===== src/hw/adc_pkg.sv =====
package adc_pkg;

	// ****************************************************************
	// timing, clock at 25 MHz
	// ****************************************************************
	localparam int CLK_MHZ     = 25;
	localparam int ACQ_MIN_NS  = 1500;
	localparam int ACQ_MAX_NS  = 6500;
	localparam int CONV12_NS   = 7300;
	localparam int CONV8_NS    = 3500;
	// least times round up, the longest acquisition rounds down
	localparam int ACQ_MIN_CYC = (ACQ_MIN_NS * CLK_MHZ + 999) / 1000;
	localparam int ACQ_MAX_CYC = (ACQ_MAX_NS * CLK_MHZ) / 1000;
	localparam int ACQ_SPAN    = ACQ_MAX_CYC - ACQ_MIN_CYC;
	localparam int ACQ_STEPS   = 15;
	localparam int CONV12_CYC  = (CONV12_NS * CLK_MHZ + 999) / 1000;
	localparam int CONV8_CYC   = (CONV8_NS * CLK_MHZ + 999) / 1000;

	// ****************************************************************
	// register map (byte addresses, 7-bit bus address)
	// ****************************************************************
	localparam logic [6:0] CFG_OFS   = 7'h00;
	localparam logic [6:0] INTEN_OFS = 7'h08;
	localparam logic [6:0] STAT_OFS  = 7'h10;
	localparam logic [6:0] FIFO_OFS  = 7'h18;
	localparam logic [6:0] CNT_OFS   = 7'h20;
	localparam logic [6:0] COEF_OFS  = 7'h28;

	// configuration fields
	localparam int CFG_START = 0;
	localparam int CFG_RESET = 1;
	localparam int CFG_AZ    = 2;
	localparam int CFG_FULL  = 3;
	localparam int CFG_PTR   = 8;
	localparam int CFG_DIAG  = 11;
	localparam logic [1:0] PTR_NONE = 2'h3;

	// interrupt enable fields: mask [7:0], fifo threshold [13:8]
	localparam int INTEN_THR = 8;
	localparam logic [15:0] INTEN_RST = 16'h0000;

	// interrupt status bits
	localparam int INT_LIM1 = 0;
	localparam int INT_LIM2 = 1;
	localparam int INT_THR  = 2;
	localparam int INT_FULL = 3;
	localparam int INT_CAL  = 4;
	localparam int INT_PAUS = 5;
	localparam int INT_END  = 6;
	localparam int INT_OVF  = 7;

	// instruction section 0 fields, limit section fields
	localparam int INS_LOOP  = 0;
	localparam int INS_PAUSE = 1;
	localparam int INS_POS   = 2;
	localparam int INS_NEG   = 5;
	localparam int INS_RES8  = 10;
	localparam int INS_WDOG  = 11;
	localparam int INS_ACQ   = 12;
	localparam int LIM_GT    = 9;

	// sizes
	localparam int FIFO_DEPTH = 32;
	localparam int N_INS      = 8;
	localparam int N_CAP      = 13;
	localparam logic [2:0] CAL_LAST_REP = 3'h7;

	// calibration step table: [7:6] op, [3:0] capacitor
	localparam logic [1:0] OP_OFS = 2'h0;
	localparam logic [1:0] OP_CAP = 2'h1;
	localparam logic [1:0] OP_END = 2'h2;
	localparam logic [127:0] CAL_ROM =
		128'h80804c4b4a4948474645444342414000;

	typedef enum logic [2:0] {
		ST_IDLE  = 3'b000,
		ST_FETCH = 3'b001,
		ST_ACQ   = 3'b011,
		ST_CONV  = 3'b010,
		ST_CAL   = 3'b110,
		ST_CALW  = 3'b111
	} seq_state_e;

endpackage


===== src/hw/adc_sequencer_calibration_control.sv =====
`timescale 1ns/1ns
module adc_sequencer_calibration_control (
	input  wire logic        clock,
	input  wire logic        rst,
	input  wire logic [6:0]  address,
	input  wire logic        read,
	input  wire logic        write,
	input  wire logic [31:0] writedata,
	output logic      [31:0] readdata,
	output logic             waitrequest,
	input  wire logic        chip_select_n,
	input  wire logic        bus_width_select,
	input  wire logic [12:0] raw_result,
	input  wire logic [15:0] cal_error,
	input  wire logic        cal_error_valid,
	output logic             conv_start,
	output logic             conv_res8,
	output logic             sample_hold,
	output logic             cal_measure,
	output logic [3:0]       cal_cap,
	output logic [2:0]       mux_pos,
	output logic [2:0]       mux_neg,
	output logic             diag_route,
	output logic             int_n,
	output logic             transfer_request
);

	// ****************************************************************
	// pin synchronisers
	// ****************************************************************
	logic cs_meta_q, cs_q, bw_meta_q, bw_q;
	always_ff @(posedge clock or posedge rst) begin
		if (rst) begin
			cs_meta_q <= 1'b1;
			cs_q      <= 1'b1;
			bw_meta_q <= 1'b0;
			bw_q      <= 1'b0;
		end else begin
			cs_meta_q <= chip_select_n;
			cs_q      <= cs_meta_q;
			bw_meta_q <= bus_width_select;
			bw_q      <= bw_meta_q;
		end
	end
	wire run = cs_q;

	// ****************************************************************
	// bus slave: one wait cycle, effects on the completing edge
	// ****************************************************************
	logic ack_q;
	assign waitrequest = (read | write) & ~ack_q;
	wire acc_wr = write & ack_q;
	wire acc_rd = read & ack_q;
	wire hi     = bw_q & address[2];
	wire [6:0] reg_sel = {address[6:3], 3'h0};
	wire ctrl_hit = ~address[6] & (bw_q | ~address[2]);
	logic [1:0] ptr_q;
	wire [2:0] iram_ins = bw_q ? address[5:3] : address[4:2];
	wire iram_hit = address[6] & (bw_q | ~address[5]) & (ptr_q != adc_pkg::PTR_NONE);
	wire [15:0] wdata16 = bw_q ? {writedata[7:0], writedata[7:0]} : writedata[15:0];
	wire [15:0] wmask = bw_q ? (hi ? 16'hff00 : 16'h00ff) : 16'hffff;

	function automatic logic [15:0] merge16(input logic [15:0] old, input logic [15:0] wd,
		input logic [15:0] wm);
		return (old & ~wm) | (wd & wm);
	endfunction

	always_ff @(posedge clock or posedge rst) begin
		if (rst) ack_q <= 1'b0;
		else ack_q <= (read | write) & ~ack_q;
	end

	// ****************************************************************
	// storage: instructions, coefficients, configuration
	// ****************************************************************
	logic [47:0] iram_q [adc_pkg::N_INS];
	logic [15:0] offset_coef_q;
	logic [15:0] lin_coef_q [adc_pkg::N_CAP];
	logic        start_q, az_q, fc_q, diag_q;
	logic [15:0] inten_q;
	logic [7:0]  stat_q;
	adc_pkg::seq_state_e state_q;
	logic [2:0]  pc_q;
	wire busy = (state_q != adc_pkg::ST_IDLE);
	wire [15:0] cfg_rd = {4'h0, diag_q, 1'b0, ptr_q, 4'h0, fc_q, az_q, 1'b0, start_q | busy};
	wire wr_cfg = acc_wr & ctrl_hit & (reg_sel == adc_pkg::CFG_OFS);
	// unwritten byte lanes keep the start bit itself, not the busy flag read back in bit 0
	wire [15:0] cfg_m = merge16({cfg_rd[15:1], start_q}, wdata16, wmask);
	wire soft_rst = wr_cfg & cfg_m[adc_pkg::CFG_RESET];
	wire [15:0] ins = iram_q[pc_q][15:0];
	wire [5:0] fifo_thr = inten_q[adc_pkg::INTEN_THR +: 6];

	// instruction sections are reachable at any time; the host keeps the
	// sequencer stopped around an access and soft resets after it
	always_ff @(posedge clock or posedge rst) begin
		if (rst) begin
			for (int i = 0; i < adc_pkg::N_INS; i++) iram_q[i] <= 48'h0;
		end else if (acc_wr & iram_hit) begin
			iram_q[iram_ins][{ptr_q, 4'h0} +: 16] <=
				merge16(iram_q[iram_ins][{ptr_q, 4'h0} +: 16], wdata16, wmask);
		end
	end

	// configuration and interrupt enable writes
	logic pause_clr, cal_done;
	always_ff @(posedge clock or posedge rst) begin
		if (rst) begin
			start_q <= 1'b0;
			az_q    <= 1'b0;
			fc_q    <= 1'b0;
			ptr_q   <= 2'h0;
			diag_q  <= 1'b0;
			inten_q <= adc_pkg::INTEN_RST;
		end else begin
			if (pause_clr) start_q <= 1'b0;
			if (cal_done) begin
				az_q <= 1'b0;
				fc_q <= 1'b0;
			end
			if (wr_cfg) begin
				start_q <= cfg_m[adc_pkg::CFG_START] & ~cfg_m[adc_pkg::CFG_RESET];
				az_q    <= cfg_m[adc_pkg::CFG_AZ] | (az_q & ~cal_done);
				fc_q    <= cfg_m[adc_pkg::CFG_FULL] | (fc_q & ~cal_done);
				ptr_q   <= cfg_m[adc_pkg::CFG_PTR +: 2];
				diag_q  <= cfg_m[adc_pkg::CFG_DIAG];
			end
			if (acc_wr & ctrl_hit & (reg_sel == adc_pkg::INTEN_OFS))
				inten_q <= merge16(inten_q, wdata16, wmask);
		end
	end
	assign diag_route = diag_q;

	// ****************************************************************
	// correction arithmetic and window compare
	// ****************************************************************
	wire ins_res8 = ins[adc_pkg::INS_RES8] | ins[adc_pkg::INS_WDOG];
	logic [15:0] corr;
	always_comb begin
		corr = {{3{raw_result[12]}}, raw_result} - offset_coef_q;
		for (int i = 0; i < adc_pkg::N_CAP; i++) begin
			if (!ins_res8 && raw_result[i]) corr = corr - lin_coef_q[i];
		end
	end
	wire [8:0] samp = corr[12:4];
	wire [15:0] lim1 = iram_q[pc_q][31:16];
	wire [15:0] lim2 = iram_q[pc_q][47:32];
	wire hit1 = lim1[adc_pkg::LIM_GT] ? ($signed(samp) > $signed(lim1[8:0]))
		: ($signed(samp) < $signed(lim1[8:0]));
	wire hit2 = lim2[adc_pkg::LIM_GT] ? ($signed(samp) > $signed(lim2[8:0]))
		: ($signed(samp) < $signed(lim2[8:0]));

	// ****************************************************************
	// sequencer and calibration state machine
	// ****************************************************************
	logic [7:0]  tmr_q;
	logic        first_q;
	logic [3:0]  step_q;
	logic [2:0]  rep_q;
	logic [18:0] acc_q;
	logic        res_valid, wd_hit1, wd_hit2, seq_end;
	wire [7:0]  rom_e = adc_pkg::CAL_ROM[{step_q, 3'h0} +: 8];
	wire [7:0]  rom_n = adc_pkg::CAL_ROM[{step_q + 4'h1, 3'h0} +: 8];
	wire [18:0] acc_n = acc_q + {{3{cal_error[15]}}, cal_error};
	wire [15:0] avg   = fc_q ? acc_n[18:3] : acc_n[15:0];
	wire        last_rep = ~fc_q | (rep_q == adc_pkg::CAL_LAST_REP);
	wire [11:0] acq_prod = ins[adc_pkg::INS_ACQ +: 4] * 8'(adc_pkg::ACQ_SPAN);
	wire [7:0]  acq_ld = 8'(adc_pkg::ACQ_MIN_CYC - 1 + acq_prod / adc_pkg::ACQ_STEPS);
	wire        wrap = ins[adc_pkg::INS_LOOP] | (pc_q == 3'h7);

	always_ff @(posedge clock or posedge rst) begin
		if (rst) begin
			state_q <= adc_pkg::ST_IDLE;
			pc_q <= 3'h0;
			tmr_q <= 8'h0;
			first_q <= 1'b1;
			step_q <= 4'h0;
			rep_q <= 3'h0;
			acc_q <= 19'h0;
			offset_coef_q <= 16'h0;
			for (int i = 0; i < adc_pkg::N_CAP; i++) lin_coef_q[i] <= 16'h0;
		end else if (soft_rst) begin
			state_q <= adc_pkg::ST_IDLE;
			pc_q <= 3'h0;
			first_q <= 1'b1;
		end else if (run) begin
			unique case (state_q)
			adc_pkg::ST_IDLE: begin
				if (az_q | fc_q) begin
					state_q <= adc_pkg::ST_CAL;
					step_q <= 4'h0;
					rep_q <= 3'h0;
					acc_q <= 19'h0;
				end else if (start_q) state_q <= adc_pkg::ST_FETCH;
			end
			adc_pkg::ST_FETCH: begin
				// re-arm the skip so the next start runs the paused instruction
				if (ins[adc_pkg::INS_PAUSE] & ~first_q) begin
					state_q <= adc_pkg::ST_IDLE;
					first_q <= 1'b1;
				end else begin
					first_q <= 1'b0;
					tmr_q <= acq_ld;
					state_q <= adc_pkg::ST_ACQ;
				end
			end
			adc_pkg::ST_ACQ: begin
				if (tmr_q != 8'h0) tmr_q <= tmr_q - 8'h1;
				else begin
					tmr_q <= ins_res8 ? 8'(adc_pkg::CONV8_CYC - 1)
						: 8'(adc_pkg::CONV12_CYC - 1);
					state_q <= adc_pkg::ST_CONV;
				end
			end
			adc_pkg::ST_CONV: begin
				if (tmr_q != 8'h0) tmr_q <= tmr_q - 8'h1;
				else begin
					pc_q <= wrap ? 3'h0 : pc_q + 3'h1;
					state_q <= start_q ? adc_pkg::ST_FETCH : adc_pkg::ST_IDLE;
				end
			end
			adc_pkg::ST_CAL: state_q <= adc_pkg::ST_CALW;
			adc_pkg::ST_CALW: begin
				if (cal_error_valid) begin
					rep_q <= rep_q + 3'h1;
					acc_q <= acc_n;
					if (last_rep) begin
						if (rom_e[7:6] == adc_pkg::OP_OFS) offset_coef_q <= avg;
						else lin_coef_q[rom_e[3:0]] <= avg;
						rep_q <= 3'h0;
						acc_q <= 19'h0;
						step_q <= step_q + 4'h1;
						if (~fc_q | (rom_n[7:6] == adc_pkg::OP_END)) state_q <= adc_pkg::ST_IDLE;
						else state_q <= adc_pkg::ST_CAL;
					end else state_q <= adc_pkg::ST_CAL;
				end
			end
			default: state_q <= adc_pkg::ST_IDLE;
			endcase
		end
	end

	// sequencer side effects, decoded from the current state
	wire conv_end = run & ~soft_rst & (state_q == adc_pkg::ST_CONV) & (tmr_q == 8'h0);
	always_comb begin
		pause_clr = run & ~soft_rst & (state_q == adc_pkg::ST_FETCH)
			& ins[adc_pkg::INS_PAUSE] & ~first_q;
		cal_done = run & ~soft_rst & (state_q == adc_pkg::ST_CALW) & cal_error_valid & last_rep
			& (~fc_q | (rom_n[7:6] == adc_pkg::OP_END));
		res_valid = conv_end & ~ins[adc_pkg::INS_WDOG];
		wd_hit1 = conv_end & ins[adc_pkg::INS_WDOG] & hit1;
		wd_hit2 = conv_end & ins[adc_pkg::INS_WDOG] & hit2;
		seq_end = conv_end & wrap;
	end

	// analog-side outputs, registered
	always_ff @(posedge clock or posedge rst) begin
		if (rst) begin
			conv_start <= 1'b0;
			conv_res8 <= 1'b0;
			sample_hold <= 1'b0;
			cal_measure <= 1'b0;
			cal_cap <= 4'h0;
			mux_pos <= 3'h0;
			mux_neg <= 3'h0;
		end else begin
			conv_start <= run & (state_q == adc_pkg::ST_ACQ) & (tmr_q == 8'h0);
			conv_res8 <= ins_res8;
			sample_hold <= (state_q == adc_pkg::ST_ACQ);
			cal_measure <= run & (state_q == adc_pkg::ST_CAL);
			cal_cap <= rom_e[3:0];
			mux_pos <= ins[adc_pkg::INS_POS +: 3];
			mux_neg <= ins[adc_pkg::INS_NEG +: 3];
		end
	end

	// ****************************************************************
	// result fifo, status, interrupt and transfer request
	// ****************************************************************
	logic [15:0] fifo_q [adc_pkg::FIFO_DEPTH];
	logic [4:0]  wr_ptr_q, rd_ptr_q;
	logic [5:0]  fifo_count_q;
	wire fifo_full = (fifo_count_q == 6'(adc_pkg::FIFO_DEPTH));
	wire pop  = acc_rd & ctrl_hit & (reg_sel == adc_pkg::FIFO_OFS) & ~hi & (fifo_count_q != 6'h0)
		& ~bw_q | (acc_rd & ctrl_hit & (reg_sel == adc_pkg::FIFO_OFS) & hi
		& (fifo_count_q != 6'h0));
	wire push = res_valid & ~fifo_full;
	always_ff @(posedge clock or posedge rst) begin
		if (rst) begin
			wr_ptr_q <= 5'h0;
			rd_ptr_q <= 5'h0;
			fifo_count_q <= 6'h0;
			for (int i = 0; i < adc_pkg::FIFO_DEPTH; i++) fifo_q[i] <= 16'h0;
		end else begin
			if (push) begin
				fifo_q[wr_ptr_q] <= corr;
				wr_ptr_q <= wr_ptr_q + 5'h1;
			end
			if (pop) rd_ptr_q <= rd_ptr_q + 5'h1;
			fifo_count_q <= fifo_count_q + {5'h0, push} - {5'h0, pop};
		end
	end

	// events set sticky bits; a status read clears only what it reported, so an
	// event landing while the read waits is kept; a new event wins
	logic [7:0] ev;
	always_comb begin
		ev = 8'h0;
		ev[adc_pkg::INT_LIM1] = wd_hit1;
		ev[adc_pkg::INT_LIM2] = wd_hit2;
		ev[adc_pkg::INT_THR]  = push & (fifo_count_q + 6'h1 == fifo_thr);
		ev[adc_pkg::INT_FULL] = push & (fifo_count_q == 6'(adc_pkg::FIFO_DEPTH - 1));
		ev[adc_pkg::INT_CAL]  = cal_done;
		ev[adc_pkg::INT_PAUS] = pause_clr;
		ev[adc_pkg::INT_END]  = seq_end;
		ev[adc_pkg::INT_OVF]  = res_valid & fifo_full;
	end
	wire stat_rd = acc_rd & ctrl_hit & (reg_sel == adc_pkg::STAT_OFS);
	wire [7:0] stat_d = (stat_rd ? stat_q & ~readdata[7:0] : stat_q) | ev;
	always_ff @(posedge clock or posedge rst) begin
		if (rst) begin
			stat_q <= 8'h0;
			int_n <= 1'b1;
			transfer_request <= 1'b0;
		end else begin
			stat_q <= stat_d;
			int_n <= ~|(stat_d & inten_q[7:0]);
			if (fifo_count_q == 6'h0) transfer_request <= 1'b0;
			else if (fifo_count_q == fifo_thr) transfer_request <= 1'b1;
		end
	end

	// read data, captured on the first cycle of the request
	logic [15:0] rd16;
	always_comb begin
		rd16 = 16'h0;
		if (iram_hit) rd16 = iram_q[iram_ins][{ptr_q, 4'h0} +: 16];
		else if (ctrl_hit) begin
			if (reg_sel == adc_pkg::CFG_OFS) rd16 = cfg_rd;
			if (reg_sel == adc_pkg::INTEN_OFS) rd16 = inten_q;
			if (reg_sel == adc_pkg::STAT_OFS) rd16 = {8'h0, stat_q};
			if (reg_sel == adc_pkg::FIFO_OFS && fifo_count_q != 6'h0) rd16 = fifo_q[rd_ptr_q];
			if (reg_sel == adc_pkg::CNT_OFS) rd16 = {10'h0, fifo_count_q};
			if (reg_sel == adc_pkg::COEF_OFS) rd16 = offset_coef_q;
		end
	end
	always_ff @(posedge clock or posedge rst) begin
		if (rst) readdata <= 32'h0;
		else if (read & ~ack_q)
			readdata <= bw_q ? {24'h0, hi ? rd16[15:8] : rd16[7:0]} : {16'h0, rd16};
	end

	// ****************************************************************
	// assertions
	// ****************************************************************
	localparam int ACQ_MIN = adc_pkg::ACQ_MIN_CYC;
	localparam int ACQ_MAX = adc_pkg::ACQ_MAX_CYC;
	localparam int CONV_HALF = adc_pkg::CONV12_CYC / 2;
	logic [7:0] dwell_q;
	adc_pkg::seq_state_e prev_q;
	always_ff @(posedge clock or posedge rst) begin
		if (rst) begin
			dwell_q <= 8'h0;
			prev_q <= adc_pkg::ST_IDLE;
		end else begin
			prev_q <= state_q;
			if (state_q != prev_q) dwell_q <= {7'h0, run}; // a halted first cycle does not count
			else if (run) dwell_q <= dwell_q + 8'h1;
		end
	end
endmodule


===== config.mk =====
export PLATFORM = sky130hd
export DESIGN_NAME = adc_sequencer_calibration_control
export DESIGN_NICKNAME = d
export VERILOG_FILES = /design/src/hw/adc_pkg.sv /design/src/hw/adc_sequencer_calibration_control.sv
export SDC_FILE = /design/constraint.sdc
export NUM_CORES = 2
export LEC_CHECK = 0
export ABC_AREA = 1
export BUFFER_PORTS_ARGS = -buffer_cell sky130_fd_sc_hd__buf_2
export CORE_UTILIZATION = 35
export DETAILED_ROUTE_END_ITERATION = 12
export PLACE_DENSITY = 0.54
export SLEW_MARGIN = 20
export SYNTH_ARGS = -nofsm -noshare
export SYNTH_HDL_FRONTEND = slang
export SYNTH_SLANG_ARGS = --single-unit

===== constraint.sdc =====
create_clock -name clock -period 48.8 [get_ports clock]
set_input_delay 9.76 -clock clock [delete_from_list [all_inputs] [get_ports clock]]
set_output_delay 9.76 -clock clock [all_outputs]
set_load 0.1 [all_outputs]

# == Yosys cells after proc, flatten, opt, wreduce, memory -nomap -nowiden ==
# Cells that the tools add are included.
# totals
register_bits,1260
out_inout_bits,50
# classes
n_addsub,26
multipliers,1
div,1
n_lt_le_gt_ge,12
n_eq_ne,28
n_shift,5
mux,94
bitwise_logic,90
n_reduce_logical,44
# op_table
op,count
$bwmux W512,1
$mux W16,29
$bwmux W384,1
$bmux W48 S3,2
$shiftx A128 B8 Y8 const A,2
$sub A16 B16 Y16,14
$bwmux W208,1
$demux W48 S3,1
$mux W48,3
$mux W42,2
$bmux W16 S5,1
$demux W16 S5,1
$demux W16 S4,1
$mux W19,3
$mux W3,18
$and A16 B16 Y16,3
$mux W8,6
$shift A16 B8 Y48 const A,1
$shiftx A16 B8 Y48,1
$shiftx A48 B7 Y16,1
$and A1 B1 Y1,47
$pmux W19 S2,1
$div A11 B4 Y32 const B,1
$or A16 B16 Y16,2
other kinds (67),158

# == Depth between registers and ports, before layout ==
# logic_depth
word_depth,39
mapped_depth,108
mapped_depth_nobuf,107

# == Least setup slack after synthesis ==
# No wires, ideal clock.
# synth_timing
path_type,in2reg
start,input port raw_result[0]
end,register int_n
setup_ns,0.098
arrival_ns,22.988
setup_slack_ns,25.714
stages,75
n_path_buf,1
cell_sequence,inv_1 -> ha_1 -> inv_1 -> fa_1 -> inv_1 -> fa_1 -> o21ai_1 -> inv_1 -> fa_1 -> o21ai_2 -> inv_1 -> fa_1 -> o21ai_2 -> inv_1 -> fa_1 -> o21ai_1 -> inv_1 -> fa_1 -> [39 not listed] -> nor2_1 -> nor2_1 -> nor2_1 -> xor2_1 -> nand2_1 -> nand2_1 -> clkbuf_1 -> inv_1 -> ha_1 -> a21o_1 -> a31o_2 -> a2111oi_0 -> a21oi_1 -> o31ai_1 -> nand3_1 -> nand3_1 -> nand2_1 -> a221oi_1
# synth_via
elab_chain_cells,34
elab_cells_between_ends,40
# synth_lines
element,line,rtl
from (decl),adc_sequencer_calibration_control.sv:13,"input wire logic [12:0] raw_result,"
$sub A16 B16 Y16,adc_sequencer_calibration_control.sv:139,"corr = {{3{raw_result[12]}}, raw_result} - offset_coef_q;"
$sub A16 B16 Y16,adc_sequencer_calibration_control.sv:141,if (!ins_res8 && raw_result[i]) corr = corr - lin_coef_q[i];
$mux W16 *,adc_sequencer_calibration_control.sv:141,
$sub A16 B16 Y16,adc_sequencer_calibration_control.sv:141,
$mux W16 *,adc_sequencer_calibration_control.sv:141,
$sub A16 B16 Y16,adc_sequencer_calibration_control.sv:141,
$mux W16 *,adc_sequencer_calibration_control.sv:141,
$sub A16 B16 Y16,adc_sequencer_calibration_control.sv:141,
[19 not listed],-,
named net corr[10],adc_sequencer_calibration_control.sv:137,logic [15:0] corr;
$lt A9 B9 Y1 or $gt A9 B9 Y1 (tied branches),"adc_sequencer_calibration_control.sv:150, adc_sequencer_calibration_control.sv:149",
$mux W1 *,adc_sequencer_calibration_control.sv:149,wire hit2 = lim2[adc_pkg::LIM_GT] ? ($signed(samp) > $signed(lim2[8:0]))
$and A1 B1 Y1 *,adc_sequencer_calibration_control.sv:251,wd_hit2 = conv_end & ins[adc_pkg::INS_WDOG] & hit2;
$or A8 B8 Y8 *,adc_sequencer_calibration_control.sv:318,wire [7:0] stat_d = (stat_rd ? stat_q & ~readdata[7:0] : stat_q) | ev;
named net stat_d[1],adc_sequencer_calibration_control.sv:318,
$and A8 B8 Y8 *,adc_sequencer_calibration_control.sv:326,int_n <= ~|(stat_d & inten_q[7:0]);
$reduce_or A8 Y1 *,adc_sequencer_calibration_control.sv:326,
$logic_not A1 Y1 *,adc_sequencer_calibration_control.sv:326,
to (signal assigned),adc_sequencer_calibration_control.sv:326,
to (decl),adc_sequencer_calibration_control.sv:24,"output logic int_n,"
# The timed path passes the listed nets; every way through them passes the cells marked *.
# A chain may end at the register's enable or synchronous reset.

# == Worst setup path after layout ==
# Same ends and word-level chain as after synthesis.

==> summary.txt <==
Worst setup path
  • Max stage delay cell, worst path: a21boi_1
  • Critical path's most frequent cell: ha_1
  • CP Buf/Inv Count: 13
  • CP delay by family, top: compound AO/OA/AOI/OAI gates
  • Worst Setup Start Kind: input pin
  • CP endpoint kind: register
  • Max FO, Critical Path: 33
  • CP arrival: 26.56 ns
  • WS Path Type: in2reg
  • CP Data Required Time: 49.41 ns
  • Slowest stage delay, CP: 0.85 ns

Die
  • Die area: 206000 um2
  • Die Ht: 453 um
  • Initial Util: 35.3%
  • Cell row count: 165
  • Core area: 202000 um2
  • Die W: 453 um
  • Ports: 125

Layout
  • Footprint of the multi-input gates: 34900 um2
  • Filler cells: 20700
  • Commonest non-fill, non-tap cells in the layout: nand2_1 (2151), o21ai_0 (1411), dfrtp_1 (1235), inv_1 (847), nor2_1 (508)
  • Area Overhead vs Synth: 11.1%
  • Post-route cell area: 79200 um2
  • Final layout net count: 9312
  • Commonest non-fill, non-tap cell in the layout: nand2_1
  • Share of layout cells above drive strength 1: 8.73%
  • Register area: 31100 um2
  • Post-layout util: 39.2%

Detailed routing
  • Via-per-instance ratio: 5.38
  • Vias: 62900
  • Post-Route WL: 242000 um
  • Post-DRT Antenna Nets: 0
  • DR iter-0 viols: 5885
  • Pre-antenna DRT Iters: 8
  • Wire per inst: 20.7 um
  • Post-route DRC: 0

Timing
  • Worst Max-Slew Pin Slew: 1.24 ns
  • Crit path time final: 25.96 ns
  • Post-route clock skew: 0.0543 ns
  • Setup TNS: 0 ns
  • Slew Viols, Final: 0
  • RSZ-0062 raised after global routing: false
  • Hold Vio Cnt, Final: 0
  • Setup-failing EPs final: 0
  • Max Fclk: 38.5 MHz
  • Tcrit/Tclk final: 53.2%
  • Relative slew margins: 16.4%

Global routing
  • First-pass GRT wire length: 372000 um
  • Initial antenna violation count: 10
  • Vias in the first global route: 60500
  • Total congestion overflow: 0
  • Largest net degree at the start of global routing: 174
  • GRT Overall Usage: 23.4%

Clock network
  • CTS Hold Bufs: 0
  • Clk buf depth: 3
  • Clk pin slew, worst setup/hold paths: 0.06 ns
  • Post-CTS setup buffers: 0
  • Clock sinks: 1244
  • CTS tree: yes
  • H-tree depth: 4
  • Total CTS buffers: 149
  • Root Buffer: clkbuf_16
  • Clock insertion delay at the later pin of the skew report: 0.80 ns
  • Post-cts sizing count: 0

Power and ir drop
  • LEAKAGE: 37.3 nW
  • Psw: 1.73 mW
  • Combinational share of power: 44.0%
  • Sequential power share: 27.4%
  • Max IR drop VDD: 0.000119 V
  • Power Density: 49.3 nW/um2
  • Clock power frac: 28.5%
  • Sw Ratio: 44.5%
  • Pint: 2.17 mW

Min path
  • Min-Delay Path Class: reg2reg

Yosys
  • Cell Area, Synth: 71300 um2
  • Syn Area/Cell: 7.92 um2
  • Post-synthesis sequential area ratio: 43.7%
  • Top_reg_cell synth: dfrtp_1
  • Post-Syn Instances: 9003
  • YS warnings: 0
  • Ys async rst share: 100%
  • EDFF count, synth: 0
  • Synth Register Bits: 1244
  • Yosys cell types: 76

Placement
  • DP Area: 74300 um2
  • Gp weighted congestion: 0.948
  • Port bufs: 90
  • Hpwl dp: 161000 um

Run status
  • Status: completed

Run
  • Max cap viols: 0
[cell usage after synthesis, drive strengths merged, types with 60 or more instances]
cell type     n  area (um2)
a21oi       387        1940
buf          90         584
clkbuf      381        1450
dfrtp      1240       31000
ha          301        3770
inv         866        3250
mux2        118        1330
nand2      2191        8390
nand3       304        1650
nor2        532        2100
nor3         92         477
o21ai      1578        8040
o221ai       60         526
o22ai       156         982
xnor2        62         543
xor2        113         990
[flip-flops by register name (all words and copies together), names as in the netlist, 4 cells and up, named ones only]
| name | count |
|---|---|
| cal_cap | 4 |
| offset_coef_q | 16 |
| step_q | 4 |
| fifo_count_q | 6 |
| wr_ptr_q | 5 |
| fifo_q | 512 |
| readdata | 16 |
| stat_q | 8 |
| iram_q | 384 |
| tmr_q | 8 |
| rd_ptr_q | 5 |
| acc_q | 19 |
| lin_coef_q | 208 |
[cells by family (layout without fill, tap and decap cells)]
group | after synthesis | count (layout) | share of synthesized area (%)
AND/OR/NAND/NOR | 3236 | 3236 | 18.8
other | 1 | 17 | 0.00526
adder cells (fa/ha/maj) | 323 | 323 | 5.90
XOR/XNOR | 175 | 175 | 2.15
multiplexers | 122 | 122 | 1.94
AO/OA/AOI/OAI | 2508 | 2508 | 19.8
flip-flops | 1244 | 1244 | 43.7
buffers and inverters | 1394 | 1407 | 7.86
[routing by layer]
metal	global-route usage (%)	vias to the layer above	wire length, um
li1	-	29900	-
met3	3.53	502	15900
met5	0	-	0
met2	37.0	2139	109000
met1	31.6	30400	106000
met4	10.3	0	11700
[worst paths after layout]
kind | start | end | slack (ns) | cells past startpoint
min in group asynchronous | rst | lin_coef_q[114] | 9.10 | 2
worst min register to register | cs_meta_q | cs_q | 0.35 | 0
max in group asynchronous | rst | iram_q[68] | 35.87 | 6
worst min-delay path | cs_meta_q | cs_q | 0.35 | 0
worst max register to register | pc_q[0] | int_n | 30.47 | 77
worst max-delay path | raw_result[0] | int_n | 22.84 | 75
[worst reg2reg max path, delay by kind of cell (launching register included)]
kind            cells  cell delay [ns]
compound gates     28             7.39
xor+xnor            7             1.07
fa+ha+maj          13             4.45
buf+inv            12             2.13
flops               1             0.79
simple gates       17             2.29
[area by class of cell]
class                           instances  area share (%)
Antenna cell                            1         0.00316
Clock buffer                          227            5.52
Clock inverter                         41           0.564
Inverter                              903            4.30
Multi-Input combinational cell       6380            44.0
Sequential cell                      1244            39.3
Tap cell                             2672            4.22
Timing Repair Buffer                  236            2.05
[metrics by stage]
| step | worst slack, ns | hold WS, ns | total power, mW | std cells |
|---|---|---|---|---|
| 3_5_place_dp | 21.98 | 0.348 | 2.78 | 11400 |
| 4_1_cts | 22.79 | 0.352 | 3.91 | 11700 |
| 2_1_floorplan | 3.99 | 0.331 | 2.22 | 9018 |
| 5_1_grt | 21.56 | 0.361 | 4.15 | 11700 |
| 6_report | 22.84 | 0.354 | 3.90 | 11700 |
| 3_3_place_gp | 22.27 | 0.346 | 2.75 | 11400 |
[power groups by stage]
stage / Sequential [mW] / Combinational (mW) / Clock, mW
floorplan: 1.09 / 1.13 / 0
global placement: 1.09 / 1.67 / 0
detailed placement: 1.09 / 1.69 / 0
CTS: 1.07 / 1.70 / 1.14
global route: 1.07 / 1.90 / 1.18
finish: 1.07 / 1.72 / 1.11
(Power assumes the default switching activity.)
